<file path="src/verilog/nvsc_pkg.sv">
// Purpose: constants for the host-side store/recall controller
// Assumes: core_clk at 100 MHz
// Notes:   times kept in their own unit, cycle counts derived
package nvsc_pkg;
	localparam int CLK_PERIOD_PS  = 10000;
	localparam int ADDR_W         = 15;
	localparam int DATA_W         = 8;
	localparam int SEQ_LEN        = 6;
	// least times round up, waits use the device maxima
	localparam int BUSY_PULSE_NS  = 15;
	localparam int BUSY_PULSE_CYC = (BUSY_PULSE_NS * 1000 + CLK_PERIOD_PS - 1) / CLK_PERIOD_PS;
	localparam int SRAM_CYC_NS    = 30;
	localparam int SRAM_CYC       = (SRAM_CYC_NS * 1000 + CLK_PERIOD_PS - 1) / CLK_PERIOD_PS;
	// recovery cycles so the data synchroniser settles on the strobe value
	localparam int SYNC_CYC       = 2;
	localparam int T_SS_US        = 70;
	localparam int T_RECALL_US    = 120;
	localparam int T_DELAY_US     = 70;
	localparam int T_STORE_US     = 15000;
	localparam int T_PWRUP_US     = 20000;
	localparam int T_RECALL_CYC   = T_RECALL_US * 100;
	localparam int T_STORE_CYC    = (T_STORE_US + T_DELAY_US) * 100;
	localparam int T_PWRUP_CYC    = T_PWRUP_US * 100;
	localparam int T_SS_CYC       = T_SS_US * 100;
	localparam int CNT_W          = 22;
	typedef enum logic [3:0] {
		ST_PWRUP  = 4'b0000,
		ST_IDLE   = 4'b0001,
		ST_RSETUP = 4'b0010,
		ST_RSTRB  = 4'b0011,
		ST_WSETUP = 4'b0100,
		ST_WSTRB  = 4'b0101,
		ST_RECOV  = 4'b0110,
		ST_HSBLOW = 4'b0111,
		ST_HSBWT  = 4'b1000,
		ST_NVWAIT = 4'b1001
	} nvsc_state_t;
endpackage : nvsc_pkg

</file>
<file path="src/verilog/nvsc_sync.sv">
// Purpose: three-stage synchroniser with agreement filter for pin inputs
// Assumes: one clock domain
// Notes:   stage one feeds stage two only
`timescale 1ns/1ps
`default_nettype none
module nvsc_sync #(
	parameter int          WIDTH = 1,
	parameter logic [WIDTH-1:0] INIT = '1
) (
	input  wire logic             core_clk,  // clock
	input  wire logic             reset,     // sync reset
	input  wire logic [WIDTH-1:0] async_in,  // raw pin
	output logic      [WIDTH-1:0] sync_out   // filtered level
);
	logic [WIDTH-1:0] s1_ff;
	logic [WIDTH-1:0] s2_ff;
	logic [WIDTH-1:0] s3_ff;
	logic [WIDTH-1:0] out_ff;
	// shift chain, output follows once stages two and three agree
	always_ff @(posedge core_clk) begin
		if (reset) begin
			s1_ff  <= INIT;
			s2_ff  <= INIT;
			s3_ff  <= INIT;
			out_ff <= INIT;
		end else begin
			s1_ff <= async_in;
			s2_ff <= s1_ff;
			s3_ff <= s2_ff;
			for (int i = 0; i < WIDTH; i++) begin
				if (s2_ff[i] == s3_ff[i]) begin
					out_ff[i] <= s3_ff[i];
				end
			end
		end
	end
	assign sync_out = out_ff;
endmodule : nvsc_sync
`default_nettype wire

</file>
<file path="src/verilog/nvsc_ctrl.sv">
// Purpose: host controller driving a battery-free nonvolatile SRAM
// Assumes: core_clk 100 MHz, reset synchronous active high
// Notes:   reads, writes, six-read soft commands, hardware store pulse
`timescale 1ns/1ps
`default_nettype none
// What this block does
// - chip or write enable is high whenever the address changes
// - each soft step is a chip-enable controlled read
// - six reads in order from the address list, nothing between
// - write enable stays high during all six reads
// - hardware store request drives busy line low at least 15 ns
// - busy line left released during ordinary reads and writes
module nvsc_ctrl #(
	parameter int PWRUP_CYC  = nvsc_pkg::T_PWRUP_CYC,   // power-up recall wait
	parameter int STORE_CYC  = nvsc_pkg::T_STORE_CYC,   // longest store wait
	parameter int RECALL_CYC = nvsc_pkg::T_RECALL_CYC,  // soft command lock-out
	parameter int SS_CYC     = nvsc_pkg::T_SS_CYC       // soft processing / grace
) (
	input  wire logic                        core_clk,        // clock
	input  wire logic                        reset,           // sync reset
	input  wire logic                        req_valid,       // access request
	input  wire logic                        req_write,       // 1 write, 0 read
	input  wire logic [nvsc_pkg::ADDR_W-1:0] req_addr,        // access address
	input  wire logic [nvsc_pkg::DATA_W-1:0] req_wdata,       // write data
	input  wire logic                        soft_valid,      // start six-read command
	input  wire logic [6*nvsc_pkg::ADDR_W-1:0] soft_addrs,    // six addresses, first low
	input  wire logic                        hw_store_req,    // request hardware store
	output logic                             req_ready,       // idle, request taken
	output logic                             rsp_valid,       // read data or write done
	output logic [nvsc_pkg::DATA_W-1:0]      rsp_rdata,       // read data
	output logic                             nv_busy,         // store/recall in progress
	output logic                             chip_en_n,       // chip enable pin
	output logic                             out_en_n,        // output enable pin
	output logic                             wr_en_n,         // write enable pin
	output logic [nvsc_pkg::ADDR_W-1:0]      addr,            // address pins
	output logic [nvsc_pkg::DATA_W-1:0]      dq_out,          // data pins out
	output logic                             dq_oe,           // data pins enable
	input  wire logic [nvsc_pkg::DATA_W-1:0] dq_in,           // data pins in
	output logic                             hw_store_busy_n_out, // busy line out (low)
	output logic                             hw_store_busy_n_oe,  // busy line drive
	input  wire logic                        hw_store_busy_n_in   // busy line level
);
	nvsc_pkg::nvsc_state_t state_ff;
	nvsc_pkg::nvsc_state_t nxt_state;
	logic [nvsc_pkg::CNT_W-1:0]  cnt_ff;
	logic [2:0]                  step_ff;
	logic                        soft_ff;
	logic [6*nvsc_pkg::ADDR_W-1:0] seq_ff;
	logic                        wr_ff;
	logic                        busy_sync;
	logic [nvsc_pkg::DATA_W-1:0] dq_sync;
	logic                        cnt_done;
	logic                        req_ready_ff;
	logic                        rsp_valid_ff;
	logic [nvsc_pkg::DATA_W-1:0] rsp_rdata_ff;
	logic                        nv_busy_ff;
	logic                        chip_en_n_ff;
	logic                        out_en_n_ff;
	logic                        wr_en_n_ff;
	logic [nvsc_pkg::ADDR_W-1:0] addr_ff;
	logic [nvsc_pkg::DATA_W-1:0] dq_out_ff;
	logic                        dq_oe_ff;
	logic                        busy_oe_ff;

	// pin inputs pass the agreement synchroniser
	nvsc_sync #(.WIDTH(1), .INIT(1'b1)) u_busy_sync (
		.core_clk (core_clk),
		.reset    (reset),
		.async_in (hw_store_busy_n_in),
		.sync_out (busy_sync)
	);
	nvsc_sync #(.WIDTH(nvsc_pkg::DATA_W), .INIT('0)) u_dq_sync (
		.core_clk (core_clk),
		.reset    (reset),
		.async_in (dq_in),
		.sync_out (dq_sync)
	);

	assign cnt_done = (cnt_ff == '0);

	// sequencer
	always_comb begin
		nxt_state = state_ff;
		case (state_ff)
			nvsc_pkg::ST_PWRUP:  if (cnt_done) nxt_state = nvsc_pkg::ST_IDLE;
			nvsc_pkg::ST_IDLE: begin
				if (hw_store_req) begin
					nxt_state = nvsc_pkg::ST_HSBLOW;
				end else if (soft_valid) begin
					nxt_state = nvsc_pkg::ST_RSETUP;
				end else if (req_valid && req_write) begin
					nxt_state = nvsc_pkg::ST_WSETUP;
				end else if (req_valid) begin
					nxt_state = nvsc_pkg::ST_RSETUP;
				end
			end
			nvsc_pkg::ST_RSETUP: nxt_state = nvsc_pkg::ST_RSTRB;
			nvsc_pkg::ST_RSTRB:  if (cnt_done) nxt_state = nvsc_pkg::ST_RECOV;
			nvsc_pkg::ST_WSETUP: nxt_state = nvsc_pkg::ST_WSTRB;
			nvsc_pkg::ST_WSTRB:  if (cnt_done) nxt_state = nvsc_pkg::ST_RECOV;
			nvsc_pkg::ST_RECOV: begin
				if (!cnt_done) begin
					nxt_state = nvsc_pkg::ST_RECOV;
				end else if (!soft_ff) begin
					nxt_state = nvsc_pkg::ST_IDLE;
				end else if (step_ff == 3'(nvsc_pkg::SEQ_LEN - 1)) begin
					nxt_state = nvsc_pkg::ST_NVWAIT;
				end else begin
					nxt_state = nvsc_pkg::ST_RSETUP;
				end
			end
			nvsc_pkg::ST_HSBLOW: if (cnt_done) nxt_state = nvsc_pkg::ST_HSBWT;
			nvsc_pkg::ST_HSBWT:  if (cnt_done && busy_sync) nxt_state = nvsc_pkg::ST_IDLE;
			nvsc_pkg::ST_NVWAIT: if (cnt_done && busy_sync) nxt_state = nvsc_pkg::ST_IDLE;
			default:             nxt_state = nvsc_pkg::ST_IDLE;
		endcase
	end

	// state register
	always_ff @(posedge core_clk) begin
		if (reset) state_ff <= nvsc_pkg::ST_PWRUP;
		else       state_ff <= nxt_state;
	end

	// wait counter loaded on each state entry
	always_ff @(posedge core_clk) begin
		if (reset) begin
			cnt_ff <= nvsc_pkg::CNT_W'(PWRUP_CYC);
		end else if (nxt_state != state_ff) begin
			case (nxt_state)
				nvsc_pkg::ST_RSTRB,
				nvsc_pkg::ST_WSTRB:  cnt_ff <= nvsc_pkg::CNT_W'(nvsc_pkg::SRAM_CYC - 1);
				nvsc_pkg::ST_RECOV:  cnt_ff <= nvsc_pkg::CNT_W'(nvsc_pkg::SYNC_CYC);
				nvsc_pkg::ST_HSBLOW: cnt_ff <= nvsc_pkg::CNT_W'(nvsc_pkg::BUSY_PULSE_CYC);
				nvsc_pkg::ST_HSBWT:  cnt_ff <= nvsc_pkg::CNT_W'(STORE_CYC);
				nvsc_pkg::ST_NVWAIT: cnt_ff <= nvsc_pkg::CNT_W'(RECALL_CYC + SS_CYC);
				default:             cnt_ff <= '0;
			endcase
		end else if (!cnt_done) begin
			cnt_ff <= cnt_ff - 1'b1;
		end
	end

	// soft command bookkeeping
	always_ff @(posedge core_clk) begin
		if (reset) begin
			soft_ff <= 1'b0;
			step_ff <= '0;
			seq_ff  <= '0;
			wr_ff   <= 1'b0;
		end else if (state_ff == nvsc_pkg::ST_IDLE && nxt_state != nvsc_pkg::ST_IDLE) begin
			soft_ff <= soft_valid && !hw_store_req;
			step_ff <= '0;
			seq_ff  <= soft_addrs;
			wr_ff   <= req_write;
		end else if (state_ff == nvsc_pkg::ST_RECOV && soft_ff && cnt_done) begin
			step_ff <= step_ff + 1'b1;
			seq_ff  <= seq_ff >> nvsc_pkg::ADDR_W;
		end
	end

	// pin drive: address stable while enables low, strobes inside setup
	always_ff @(posedge core_clk) begin
		if (reset) begin
			chip_en_n_ff <= 1'b1;
			out_en_n_ff  <= 1'b1;
			wr_en_n_ff   <= 1'b1;
			addr_ff      <= '0;
			dq_out_ff    <= '0;
			dq_oe_ff     <= 1'b0;
		end else begin
			chip_en_n_ff <= !(nxt_state == nvsc_pkg::ST_RSTRB || nxt_state == nvsc_pkg::ST_WSTRB);
			out_en_n_ff  <= !(nxt_state == nvsc_pkg::ST_RSTRB);
			wr_en_n_ff   <= !(nxt_state == nvsc_pkg::ST_WSTRB);
			dq_oe_ff     <= (nxt_state == nvsc_pkg::ST_WSETUP || nxt_state == nvsc_pkg::ST_WSTRB);
			if (state_ff == nvsc_pkg::ST_IDLE && nxt_state != nvsc_pkg::ST_IDLE) begin
				addr_ff   <= soft_valid ? soft_addrs[nvsc_pkg::ADDR_W-1:0] : req_addr;
				dq_out_ff <= req_wdata;
			end else if (state_ff == nvsc_pkg::ST_RECOV && soft_ff && cnt_done) begin
				addr_ff <= seq_ff[2*nvsc_pkg::ADDR_W-1:nvsc_pkg::ADDR_W];
			end
		end
	end

	// busy line driven only during the store pulse
	always_ff @(posedge core_clk) begin
		if (reset) busy_oe_ff <= 1'b0;
		else       busy_oe_ff <= (nxt_state == nvsc_pkg::ST_HSBLOW);
	end

	// user side status and answers
	always_ff @(posedge core_clk) begin
		if (reset) begin
			req_ready_ff <= 1'b0;
			rsp_valid_ff <= 1'b0;
			rsp_rdata_ff <= '0;
			nv_busy_ff   <= 1'b1;
		end else begin
			req_ready_ff <= (nxt_state == nvsc_pkg::ST_IDLE);
			nv_busy_ff   <= (nxt_state == nvsc_pkg::ST_PWRUP || nxt_state == nvsc_pkg::ST_HSBLOW
				|| nxt_state == nvsc_pkg::ST_HSBWT || nxt_state == nvsc_pkg::ST_NVWAIT);
			rsp_valid_ff <= (state_ff == nvsc_pkg::ST_RECOV) && cnt_done && !soft_ff;
			// read data taken once the synchroniser has settled on the strobe value
			if (state_ff == nvsc_pkg::ST_RECOV && cnt_done && !soft_ff && !wr_ff) begin
				rsp_rdata_ff <= dq_sync;
			end
		end
	end

	assign req_ready           = req_ready_ff;
	assign rsp_valid           = rsp_valid_ff;
	assign rsp_rdata           = rsp_rdata_ff;
	assign nv_busy             = nv_busy_ff;
	assign chip_en_n           = chip_en_n_ff;
	assign out_en_n            = out_en_n_ff;
	assign wr_en_n             = wr_en_n_ff;
	assign addr                = addr_ff;
	assign dq_out              = dq_out_ff;
	assign dq_oe               = dq_oe_ff;
	assign hw_store_busy_n_out = 1'b0;
	assign hw_store_busy_n_oe  = busy_oe_ff;
endmodule : nvsc_ctrl
`default_nettype wire

</file>
<file path="config.mk">
export PLATFORM = sky130hd
export DESIGN_NAME = nvsc_ctrl
export DESIGN_NICKNAME = d
export VERILOG_FILES = /design/src/verilog/nvsc_pkg.sv /design/src/verilog/nvsc_sync.sv /design/src/verilog/nvsc_ctrl.sv
export SDC_FILE = /design/constraint.sdc
export NUM_CORES = 1
export LEC_CHECK = 0
export BUFFER_PORTS_ARGS = -buffer_cell sky130_fd_sc_hd__buf_4
export CAP_MARGIN = 20
export CORE_MARGIN = 4
export CORE_UTILIZATION = 25
export DETAILED_ROUTE_END_ITERATION = 16
export GPL_TIMING_DRIVEN = 0
export PLACE_DENSITY = 0.41
export REMOVE_ABC_BUFFERS = 1
export SYNTH_ARGS = -nofsm -noshare
export SYNTH_HDL_FRONTEND = slang
export SYNTH_SLANG_ARGS = --single-unit
</file>
<file path="constraint.sdc">
create_clock -name core_clk -period 2.9 [get_ports core_clk]
set_input_delay 0.58 -clock core_clk [delete_from_list [all_inputs] [get_ports core_clk]]
set_output_delay 0.58 -clock core_clk [all_outputs]
set_load 0.02 [all_outputs]
</file>
==> results of run 1 <==
state kept, by name, indices dropped and copies added (netlist names), 3 cells and up:
register	flops
step_ff	3
u_dq_sync.sync_out	8
cnt_ff	22
state_ff	4
rsp_rdata	8
u_dq_sync.s2_ff	8
u_dq_sync.s3_ff	8
addr	15
dq_out	8
seq_ff	75
u_dq_sync.s1_ff	8
power by group through the flow:
stage	Sequential [mW]	Combinational [mW]	Clock, mW
global route	2.96	1.33	2.49
CTS	2.91	1.19	2.39
floorplan	2.97	0.656	0
global placement	2.96	1.13	0
finish	2.92	1.20	2.29
detailed placement	2.96	1.15	0
metrics by stage:
stage	area, sq um	util, %
after floorplan	7270	-
after global placement	9000	30.3
after detailed placement	9170	30.9
after CTS	9860	33.2
after global routing	9940	33.5
final	9940	33.5
routing by layer:
| layer | up-vias | wire [microns] |
|---|---|---|
| li1 | 3322 | - |
| met1 | 3145 | 11200 |
| met2 | 145 | 10300 |
| met3 | 14 | 1410 |
| met4 | 2 | 209 |
| met5 | - | 20 |
final timing paths:
path	to
setup / recovery	seq_ff[49]
hold / removal	u_busy_sync.s1_ff
hold reg to reg	u_busy_sync.s2_ff
setup reg to reg	seq_ff[49]
placed cells by master (no fill, tap or decap), drive strengths merged, types with 16 or more instances in the layout:
cell,instances
a21oi,38
dfxtp,181
a211oi,16
buf,183
a311oi,53
nand2,156
a221o,25
o21ai,18
nor2,72
clkbuf,18
and3,27
nand3,20
nor2b,45
logic make-up after synthesis:
group           count (synthesis)
other cells                     1
mux                            10
fa+ha+maj                       3
compound gates                182
flops                         181
simple gates                  382
buf+inv                        73
xor+xnor                       21
area by class of cell:
cell class	count	area [sq um]
clock buffers	18	439
clock inverters	14	135
fillers	3109	19800
inverters	6	22.5
multi-input cells	600	3730
flip-flops and latches	181	3630
well taps	390	488
repair buffers	183	1500
cell usage after synthesis (5+ instances only):
cell type	count	area, sq um
nand4_1	5	31.3
nor4_1	6	37.5
a21oi_1	38	190
a211oi_1	16	120
mux2i_1	9	90.1
nand3_1	19	95.1
nor2b_1	45	282
o31ai_1	10	75.1
o21ai_0	18	90.1
a311oi_1	52	455
nand2_1	155	582
dfxtp_1	181	3620
clkbuf_1	52	195
and3_1	27	169
nor3_1	14	70.1
nor2_1	70	263
inv_1	6	22.5
buf_2	9	45.0
xor2_1	7	61.3
xnor2_1	14	123
a221o_1	25	250
worst max-delay path: cells and delay by family, from the launching register on:
kind,cells,cell delay [ns]
and+or+nand+nor,4,1.47
AOI/OAI and AO/OA,3,0.67
DFF,1,0.36
buffers and inverters,1,0.22
repair_timing:
item / in CTS / in global routing
setup buffers: 2 / 7
cloned: 1 / 0
pin swaps: 3 / 8
hold buffers: 0 / 0
endpoints found under the setup margin: 104 / 59
gates resized for setup: 13 / 8
hold endpoints to repair: 0 / 0
==> flow_summary.ini, run 1 <==
[cts]
numCtsBuffers = 17
cts_sinks = 181
clock-root-buffer = clkbuf_16
clockBufferDepth = 2
htreeDepth = 4
path_clk_slew_ns = 0.08
insertion_delay_ns = 0.43
cts_tree = built

[place]
dp_hpwl_microns = 14900
dp.cells = 1350
gp_congestion = 0.753
io_buffers = 166
dp_worst_setup_slack_ns = -0.614

[critical_path]
path_cells = or4_4 -> nand2b_4 -> nor4_4 -> a31oi_4 -> nor3b_4 -> a311oi_4 -> buf_8 -> a221o_1
path_class = reg -> reg
cp_max_fo = 15
r2r_cells = 8
crit_path_start = cnt_ff[4]
slowest_stage = or4_4
r2r-start = cnt_ff[4]
critical_path_arrival_ns = 3.14
cp.required_ns = 3.26
cp-end-kind = flip-flop
slowest_delay_ns = 0.62
startpoint_type = flip-flop
reg2reg_slack_ns = 0.12

[sta]
finalWorstSetupSlack_ns = 0.125
setup_viol_count_final = 0
hold_viol = 0
tns_ns = 0
tightestPinTransition_ns = 0.951
clock_skew_ns = 0.0176
whs_ns = 0.343
period_needed_ns = 2.78
relSlewSlack_pct = 36.4
report.final.slew_viol_count = 0
rsz0062_at_grt = yes
fmax_mhz = 360
period_share_pct = 95.7

[synth]
netlist_instances = 853
ys_warn_count = 0
synth_compound_area_share_pct = 18.5
synth_top_family_by_area = simple AND/OR/NAND/NOR gates
synth-adder-area-share_pct = 0.497
ys.flop_type = dfxtp_1
avgSynthCellArea_sq_um = 8.85
muxShareOfSynthArea_pct = 1.34
yosysSeqAreaShare_pct = 48.0
synth_simple_gate_area_share_pct = 25.1
async_flop_share_pct = 0
synth-xor-area-share_pct = 2.44
synth_edf_count = 0
synth.distinct_cells = 66
syn_area_sq_um = 7550
ys_ff_latch = 181

[global_route]
grt_use_met2_pct = 21.0
use_met3_pct = 4.23
grt_max_degree = 78
grt_pass1_wl_microns = 36600
antenna_found_initial = 1
track_usage_pct = 13.8
gr-max-usage-layer = met2
grt-ovfl-total = 0
grt_use_met1_pct = 19.0
grt_pass1_vias = 6330

[routing]
vias = 6628
antenna_left = 0
drc = 0
post_drt_wl_per_cell_microns = 16.7
avgViaCountPerCell = 4.76
drt_iter0_markers = 356
routed_wl_microns = 23200
firstDrtPassIters = 4

[pwr]
p_comb_share_pct = 18.7
finalPower_mw = 6.41
p_int_mw = 4.46
swShare_pct = 30.4
p_leak_nw = 3.72
p_seq_share_pct = 45.5
p_per_area_nw_per_um2 = 644
clkPwrFrac_pct = 35.7
peakVddDrop_v = 0.000377
p_sw_mw = 1.94

[die]
die_y_microns = 182
io_pins = 168
initial_core_util_pct = 25.4
core-area_sq_um = 29700
die-width_microns = 182
num_rows = 63
dieArea_sq_um = 33000

[hold_path]
min_from = hw_store_busy_n_in
hold_depth = 2
hp-class = in -> reg

[outcome]
status = completed

[final_layout]
syn_to_final_growth_pct = 31.7
nets = 1120
instances_no_fill = 1392
drive_gt1_share_pct = 25.0
num_antenna_cells = 0

[flow_run]
maxCapViolCount = 0
Note: power is estimated with default switching activity, not from simulation.
==> run 2, diff against run 1 <==
Settings changed: CORE_UTILIZATION 25 to 35, PLACE_DENSITY 0.41 to 0.54.
==> run 2 against run 1 <==
Compared with the run above: worst hold slack got worse by 0.00094 ns; sequential power barely moved; register-to-register slack hardly changed; utilization rose by 13 points; clock skew decreased by 0.0055 ns; design area is 1.5% lower; sequential cell count did not move; critical path depth unchanged; critical endpoint is now seq_ff[34].
==> flow_summary.ini, run 2 (synthesized netlist as in run 1, its figures left out) <==
[die]
io_pins = 168
num_rows = 53
die_y_microns = 155
initial_core_util_pct = 35.8
dieArea_sq_um = 24000
core-area_sq_um = 21100
die-width_microns = 155

[final_layout]
nets = 1120
multi_input_area_sq_um = 3740
register_area_sq_um = 3630
finalInstanceArea_sq_um = 9800
post-route-util_pct = 46.5
num_antenna_cells = 0
syn_to_final_growth_pct = 29.8
largest_reg_flops = 75
final_common_cell = dfxtp_1
layout_common_cells = dfxtp_1 (177), buf_4 (171), nand2_1 (154)
regMostFlops = seq_ff
drive_gt1_share_pct = 24.8
nFillCells = 2127

[critical_path]
slowest_delay_ns = 0.60
startpoint_type = flip-flop
r2r_cells = 8
crit_path_start = cnt_ff[8]
cp-end-kind = flip-flop
cp_max_fo = 12
slowest_stage = or4_1
reg2reg_slack_ns = 0.14
r2r-start = cnt_ff[8]
path_class = reg -> reg
reg2reg_to = seq_ff[34]
path_cells = or4_1 -> nor4_2 -> a311o_1 -> o211ai_1 -> a311oi_4 -> buf_12 -> buf_8 -> a221o_1
critical_path_arrival_ns = 3.14
cp-endpoint = seq_ff[34]
cp.required_ns = 3.28

[sta]
report.final.slew_viol_count = 0
period_needed_ns = 2.76
hold_viol = 0
relSlewSlack_pct = 35.4
clock_skew_ns = 0.0121
setup_viol_count_final = 0
period_share_pct = 95.3
fmax_mhz = 362
rsz0062_at_grt = yes
tightestPinTransition_ns = 0.968

[pwr]
swShare_pct = 29.5
p_int_mw = 4.43
p_per_area_nw_per_um2 = 641
p_leak_nw = 3.70
peakVddDrop_v = 0.000308
p_seq_share_pct = 46.5
p_sw_mw = 1.85
p_comb_share_pct = 18.6
clkPwrFrac_pct = 34.9

[routing]
post_drt_wl_per_cell_microns = 16.3
drt_iter0_markers = 383
drc = 0
antenna_left = 0
firstDrtPassIters = 5
avgViaCountPerCell = 5.17
routed_wl_microns = 20800
vias = 6602

[cts]
clockBufferDepth = 2
numCtsBuffers = 17
clock-root-buffer = clkbuf_16
path_clk_slew_ns = 0.07
cts_sinks = 181
cts_tree = built
htreeDepth = 4
cts_hold_buf = 0
insertion_delay_ns = 0.44

[place]
gp_congestion = 0.765
placed_cell_area_sq_um = 9010
io_buffers = 166
dp_hpwl_microns = 13100

[global_route]
antenna_found_initial = 1
track_usage_pct = 17.0
grt_pass1_vias = 6294
grt-ovfl-total = 0
grt_max_degree = 94
grt_pass1_wl_microns = 33300

[hold_path]
hp-class = in -> reg

[outcome]
status = completed

[flow_run]
maxCapViolCount = 0
==> run 2: cell count changes in the layout (fill, tap and decap cells not counted), sizes merged <==
cell | before | now
clkinvlp | 2 | 3
buf | 183 | 182
nand3 | 20 | 22
nand2 | 156 | 155
inv | 14 | 12
clkbuf | 18 | 19
==> run 2: cell type report <==
cell class	instances	share of cell area (%)
multi-input combinational	601	38.2
timing repair buffer	182	15.4
sequential	181	37.0
tap	275	3.51
clock buffer	19	4.42
inverter	6	0.230
clock inverter	13	1.20
==> run 2: what timing repair did <==
action / 4_1_cts / 5_1_grt
pin swaps: 4 / 3
resized for setup: 9 / 12
endpoints found under the setup margin: 122 / 98
buffers inserted: 7 / 3
cloned: 2 / 0
==> run 2: layer usage <==
layer,track usage [%],routed length [microns],up-vias
li1,-,-,3322
met1,22.7,9490,3110
met2,26.6,9560,156
met3,6.04,1550,12
met4,4.29,173,2
met5,0,20,-
==> run 2: through the flow <==
step / worst slack [ns] / setup TNS (ns) / cells / power [mW] / hold slack [ns]
2_1_floorplan: -1.38 / -78.58 / 786 / 3.63 / 0.389
3_3_place_gp: -3.21 / -278.97 / 1227 / 4.06 / 0.398
3_5_place_dp: -1.04 / -51.24 / 1233 / 4.09 / 0.407
4_1_cts: 0.0232 / 0 / 1274 / 6.34 / 0.329
5_1_grt: -0.0466 / -0.0466 / 1277 / 6.60 / 0.337
6_report: 0.136 / 0 / 1277 / 6.28 / 0.342
==> run 2: how the worst min path moves through the flow <==
stage	start	endpoint	slack, ns	depth (start not counted)
2_1_floorplan	u_busy_sync.s1_ff	u_busy_sync.s2_ff	0.39	1
3_3_place_gp	u_busy_sync.s1_ff	u_busy_sync.s2_ff	0.40	1
3_5_place_dp	u_busy_sync.s1_ff	u_busy_sync.s2_ff	0.41	1
4_1_cts	hw_store_busy_n_in	u_busy_sync.s1_ff	0.33	2
5_1_grt	hw_store_busy_n_in	u_busy_sync.s1_ff	0.34	2
6_report	hw_store_busy_n_in	u_busy_sync.s1_ff	0.34	2
==> run 2: critical path, delay by kind of cell, from the launching register on <==
kind                   cells  cell delay [ns]
AOI/OAI and AO/OA          4             0.89
buffers and inverters      2             0.33
DFF                        1             0.36
and+or+nand+nor            2             1.14
==> run 2: power by group through the flow <==
stage                     registers (mW)  clock network, mW  logic (mW)
after CTS                           2.91               2.27        1.16
after detailed placement            2.96                  0        1.13
after floorplan                     2.97                  0       0.656
after global placement              2.96                  0        1.10
final                               2.92               2.19        1.17
after global routing                2.95               2.36        1.29
==> run 3, diff against run 2 <==
Settings changed: CAP_MARGIN 20 to 30, CELL_PAD_IN_SITES_DETAIL_PLACEMENT set to 1, CELL_PAD_IN_SITES_GLOBAL_PLACEMENT set to 2, CORE_UTILIZATION 35 to 32, PLACE_DENSITY 0.54 to 0.77.
==> run 3 against run 2 <==
Compared with the run above: design area is 1.6% higher; sequential share of layout area shrank 0.58 points; die area grew 8.9%; clock power increased by 4%; wire length rose by 9.9%; worst hold slack worse by 0.0070 ns; global-route usage grew 0.084 points; combinational power rose by 4%; worst setup slack worse by 0.015 ns; critical path type unchanged.
==> flow_summary.ini, run 3 (synthesized netlist as in run 1, its figures left out) <==
[outcome]
status = completed

[routing]
routed_wl_microns = 22900
vias = 6721
avgViaCountPerCell = 5.08
antenna_left = 0
drt_iter0_markers = 261
firstDrtPassIters = 4
drc = 0
post_drt_wl_per_cell_microns = 17.3

[cts]
cts_tree = built
clockBufferDepth = 2
htreeDepth = 4
path_clk_slew_ns = 0.07
insertion_delay_ns = 0.44
clock-root-buffer = clkbuf_16
numCtsBuffers = 17
cts_hold_buf = 0
cts_sinks = 181

[die]
io_pins = 168
die_y_microns = 162
die-width_microns = 162
initial_core_util_pct = 32.9
num_rows = 55
core-area_sq_um = 22900
dieArea_sq_um = 26100

[place]
gp_congestion = 0.774
placed_cell_area_sq_um = 9090
dp_hpwl_microns = 14600
dp_worst_setup_slack_ns = -0.812
dp.cells = 1272
io_buffers = 166

[global_route]
grt_max_degree = 81
track_usage_pct = 17.1
grt_pass1_wl_microns = 36500
grt-ovfl-total = 0
antenna_found_initial = 0
grt_pass1_vias = 6911

[critical_path]
path_class = reg -> reg
cp-end-kind = flip-flop
slowest_stage = or4bb_1
critical_path_arrival_ns = 3.09
cp.required_ns = 3.21
path_cells = or4bb_1 -> o32ai_1 -> nand3_1 -> o311ai_2 -> a311oi_4 -> buf_6 -> buf_16 -> a221o_1
slowest_delay_ns = 0.64
cp_max_fo = 19
startpoint_type = flip-flop

[sta]
hold_viol = 0
relSlewSlack_pct = 53.5
setup_viol_count_final = 0
rsz0062_at_grt = yes
finalWorstSetupSlack_ns = 0.121
clock_skew_ns = 0.0172
fmax_mhz = 360
period_share_pct = 95.8
report.final.slew_viol_count = 0
tightestPinTransition_ns = 0.688
period_needed_ns = 2.78
tns_ns = 0
whs_ns = 0.335

[final_layout]
register_area_sq_um = 3630
num_antenna_cells = 0
drive_gt1_share_pct = 25.6
layout_common_cells = buf_4 (179), dfxtp_1 (177), nand2_1 (154)
instances_no_fill = 1323
finalInstanceArea_sq_um = 9950
final_common_cell = buf_4
syn_to_final_growth_pct = 31.9
multi_input_area_sq_um = 3760
largest_reg_flops = 75
regMostFlops = seq_ff
nets = 1128
post-route-util_pct = 43.4
nFillCells = 2662

[hold_path]
hp-class = in -> reg

[pwr]
finalPower_mw = 6.42
p_leak_nw = 3.79
p_per_area_nw_per_um2 = 645
peakVddDrop_v = 0.000282

[flow_run]
maxCapViolCount = 0
[run 3: cell type report]
type | count | share of cell area, %
flip-flops and latches | 181 | 36.5
well taps | 313 | 3.93
clock inverters | 14 | 1.33
multi-input cells | 601 | 37.8
clock buffers | 18 | 4.41
inverters | 6 | 0.226
repair buffers | 190 | 15.8
[run 3: path summary, 6_finish.rpt]
kind | from | endpoint | slack, ns | cells after the start
max reg2reg | state_ff[1] | seq_ff[35] | 0.12 | 8
min | hw_store_busy_n_in | u_busy_sync.s1_ff | 0.34 | 2
max | state_ff[1] | seq_ff[35] | 0.12 | 8
min reg2reg | u_busy_sync.s1_ff | u_busy_sync.s2_ff | 0.41 | 1
[run 3: critical path: cells and delay by family (launching register included)]
family	cells	cell delay, ns
flip-flops	1	0.49
buffers and inverters	2	0.34
AND/OR/NAND/NOR	2	0.88
AO/OA/AOI/OAI	4	0.94
[run 3: layer usage]
layer	vias up	GRT usage [%]	wire length (microns)
met1	3236	21.7	10200
met4	0	3.99	225
met5	-	0	0
met3	16	6.33	1710
li1	3335	-	-
met2	134	28.0	10700
[run 3: what timing repair did]
| item | in CTS | in global routing |
|---|---|---|
| gates cloned | 1 | 1 |
| pin swaps | 6 | 6 |
| resized for setup | 15 | 10 |
| setup endpoints to repair | 125 | 89 |
| buffers inserted | 9 | 8 |
[run 3: power breakdown]
part / total (mW) / switching, mW / internal [mW] / leakage [nW]
Clock: 2.27 / 1.10 / 1.16 / 0.274
Sequential: 2.93 / 0.199 / 2.73 / 1.47
Combinational: 1.22 / 0.640 / 0.584 / 2.04
Total: 6.42 / 1.94 / 4.48 / 3.79
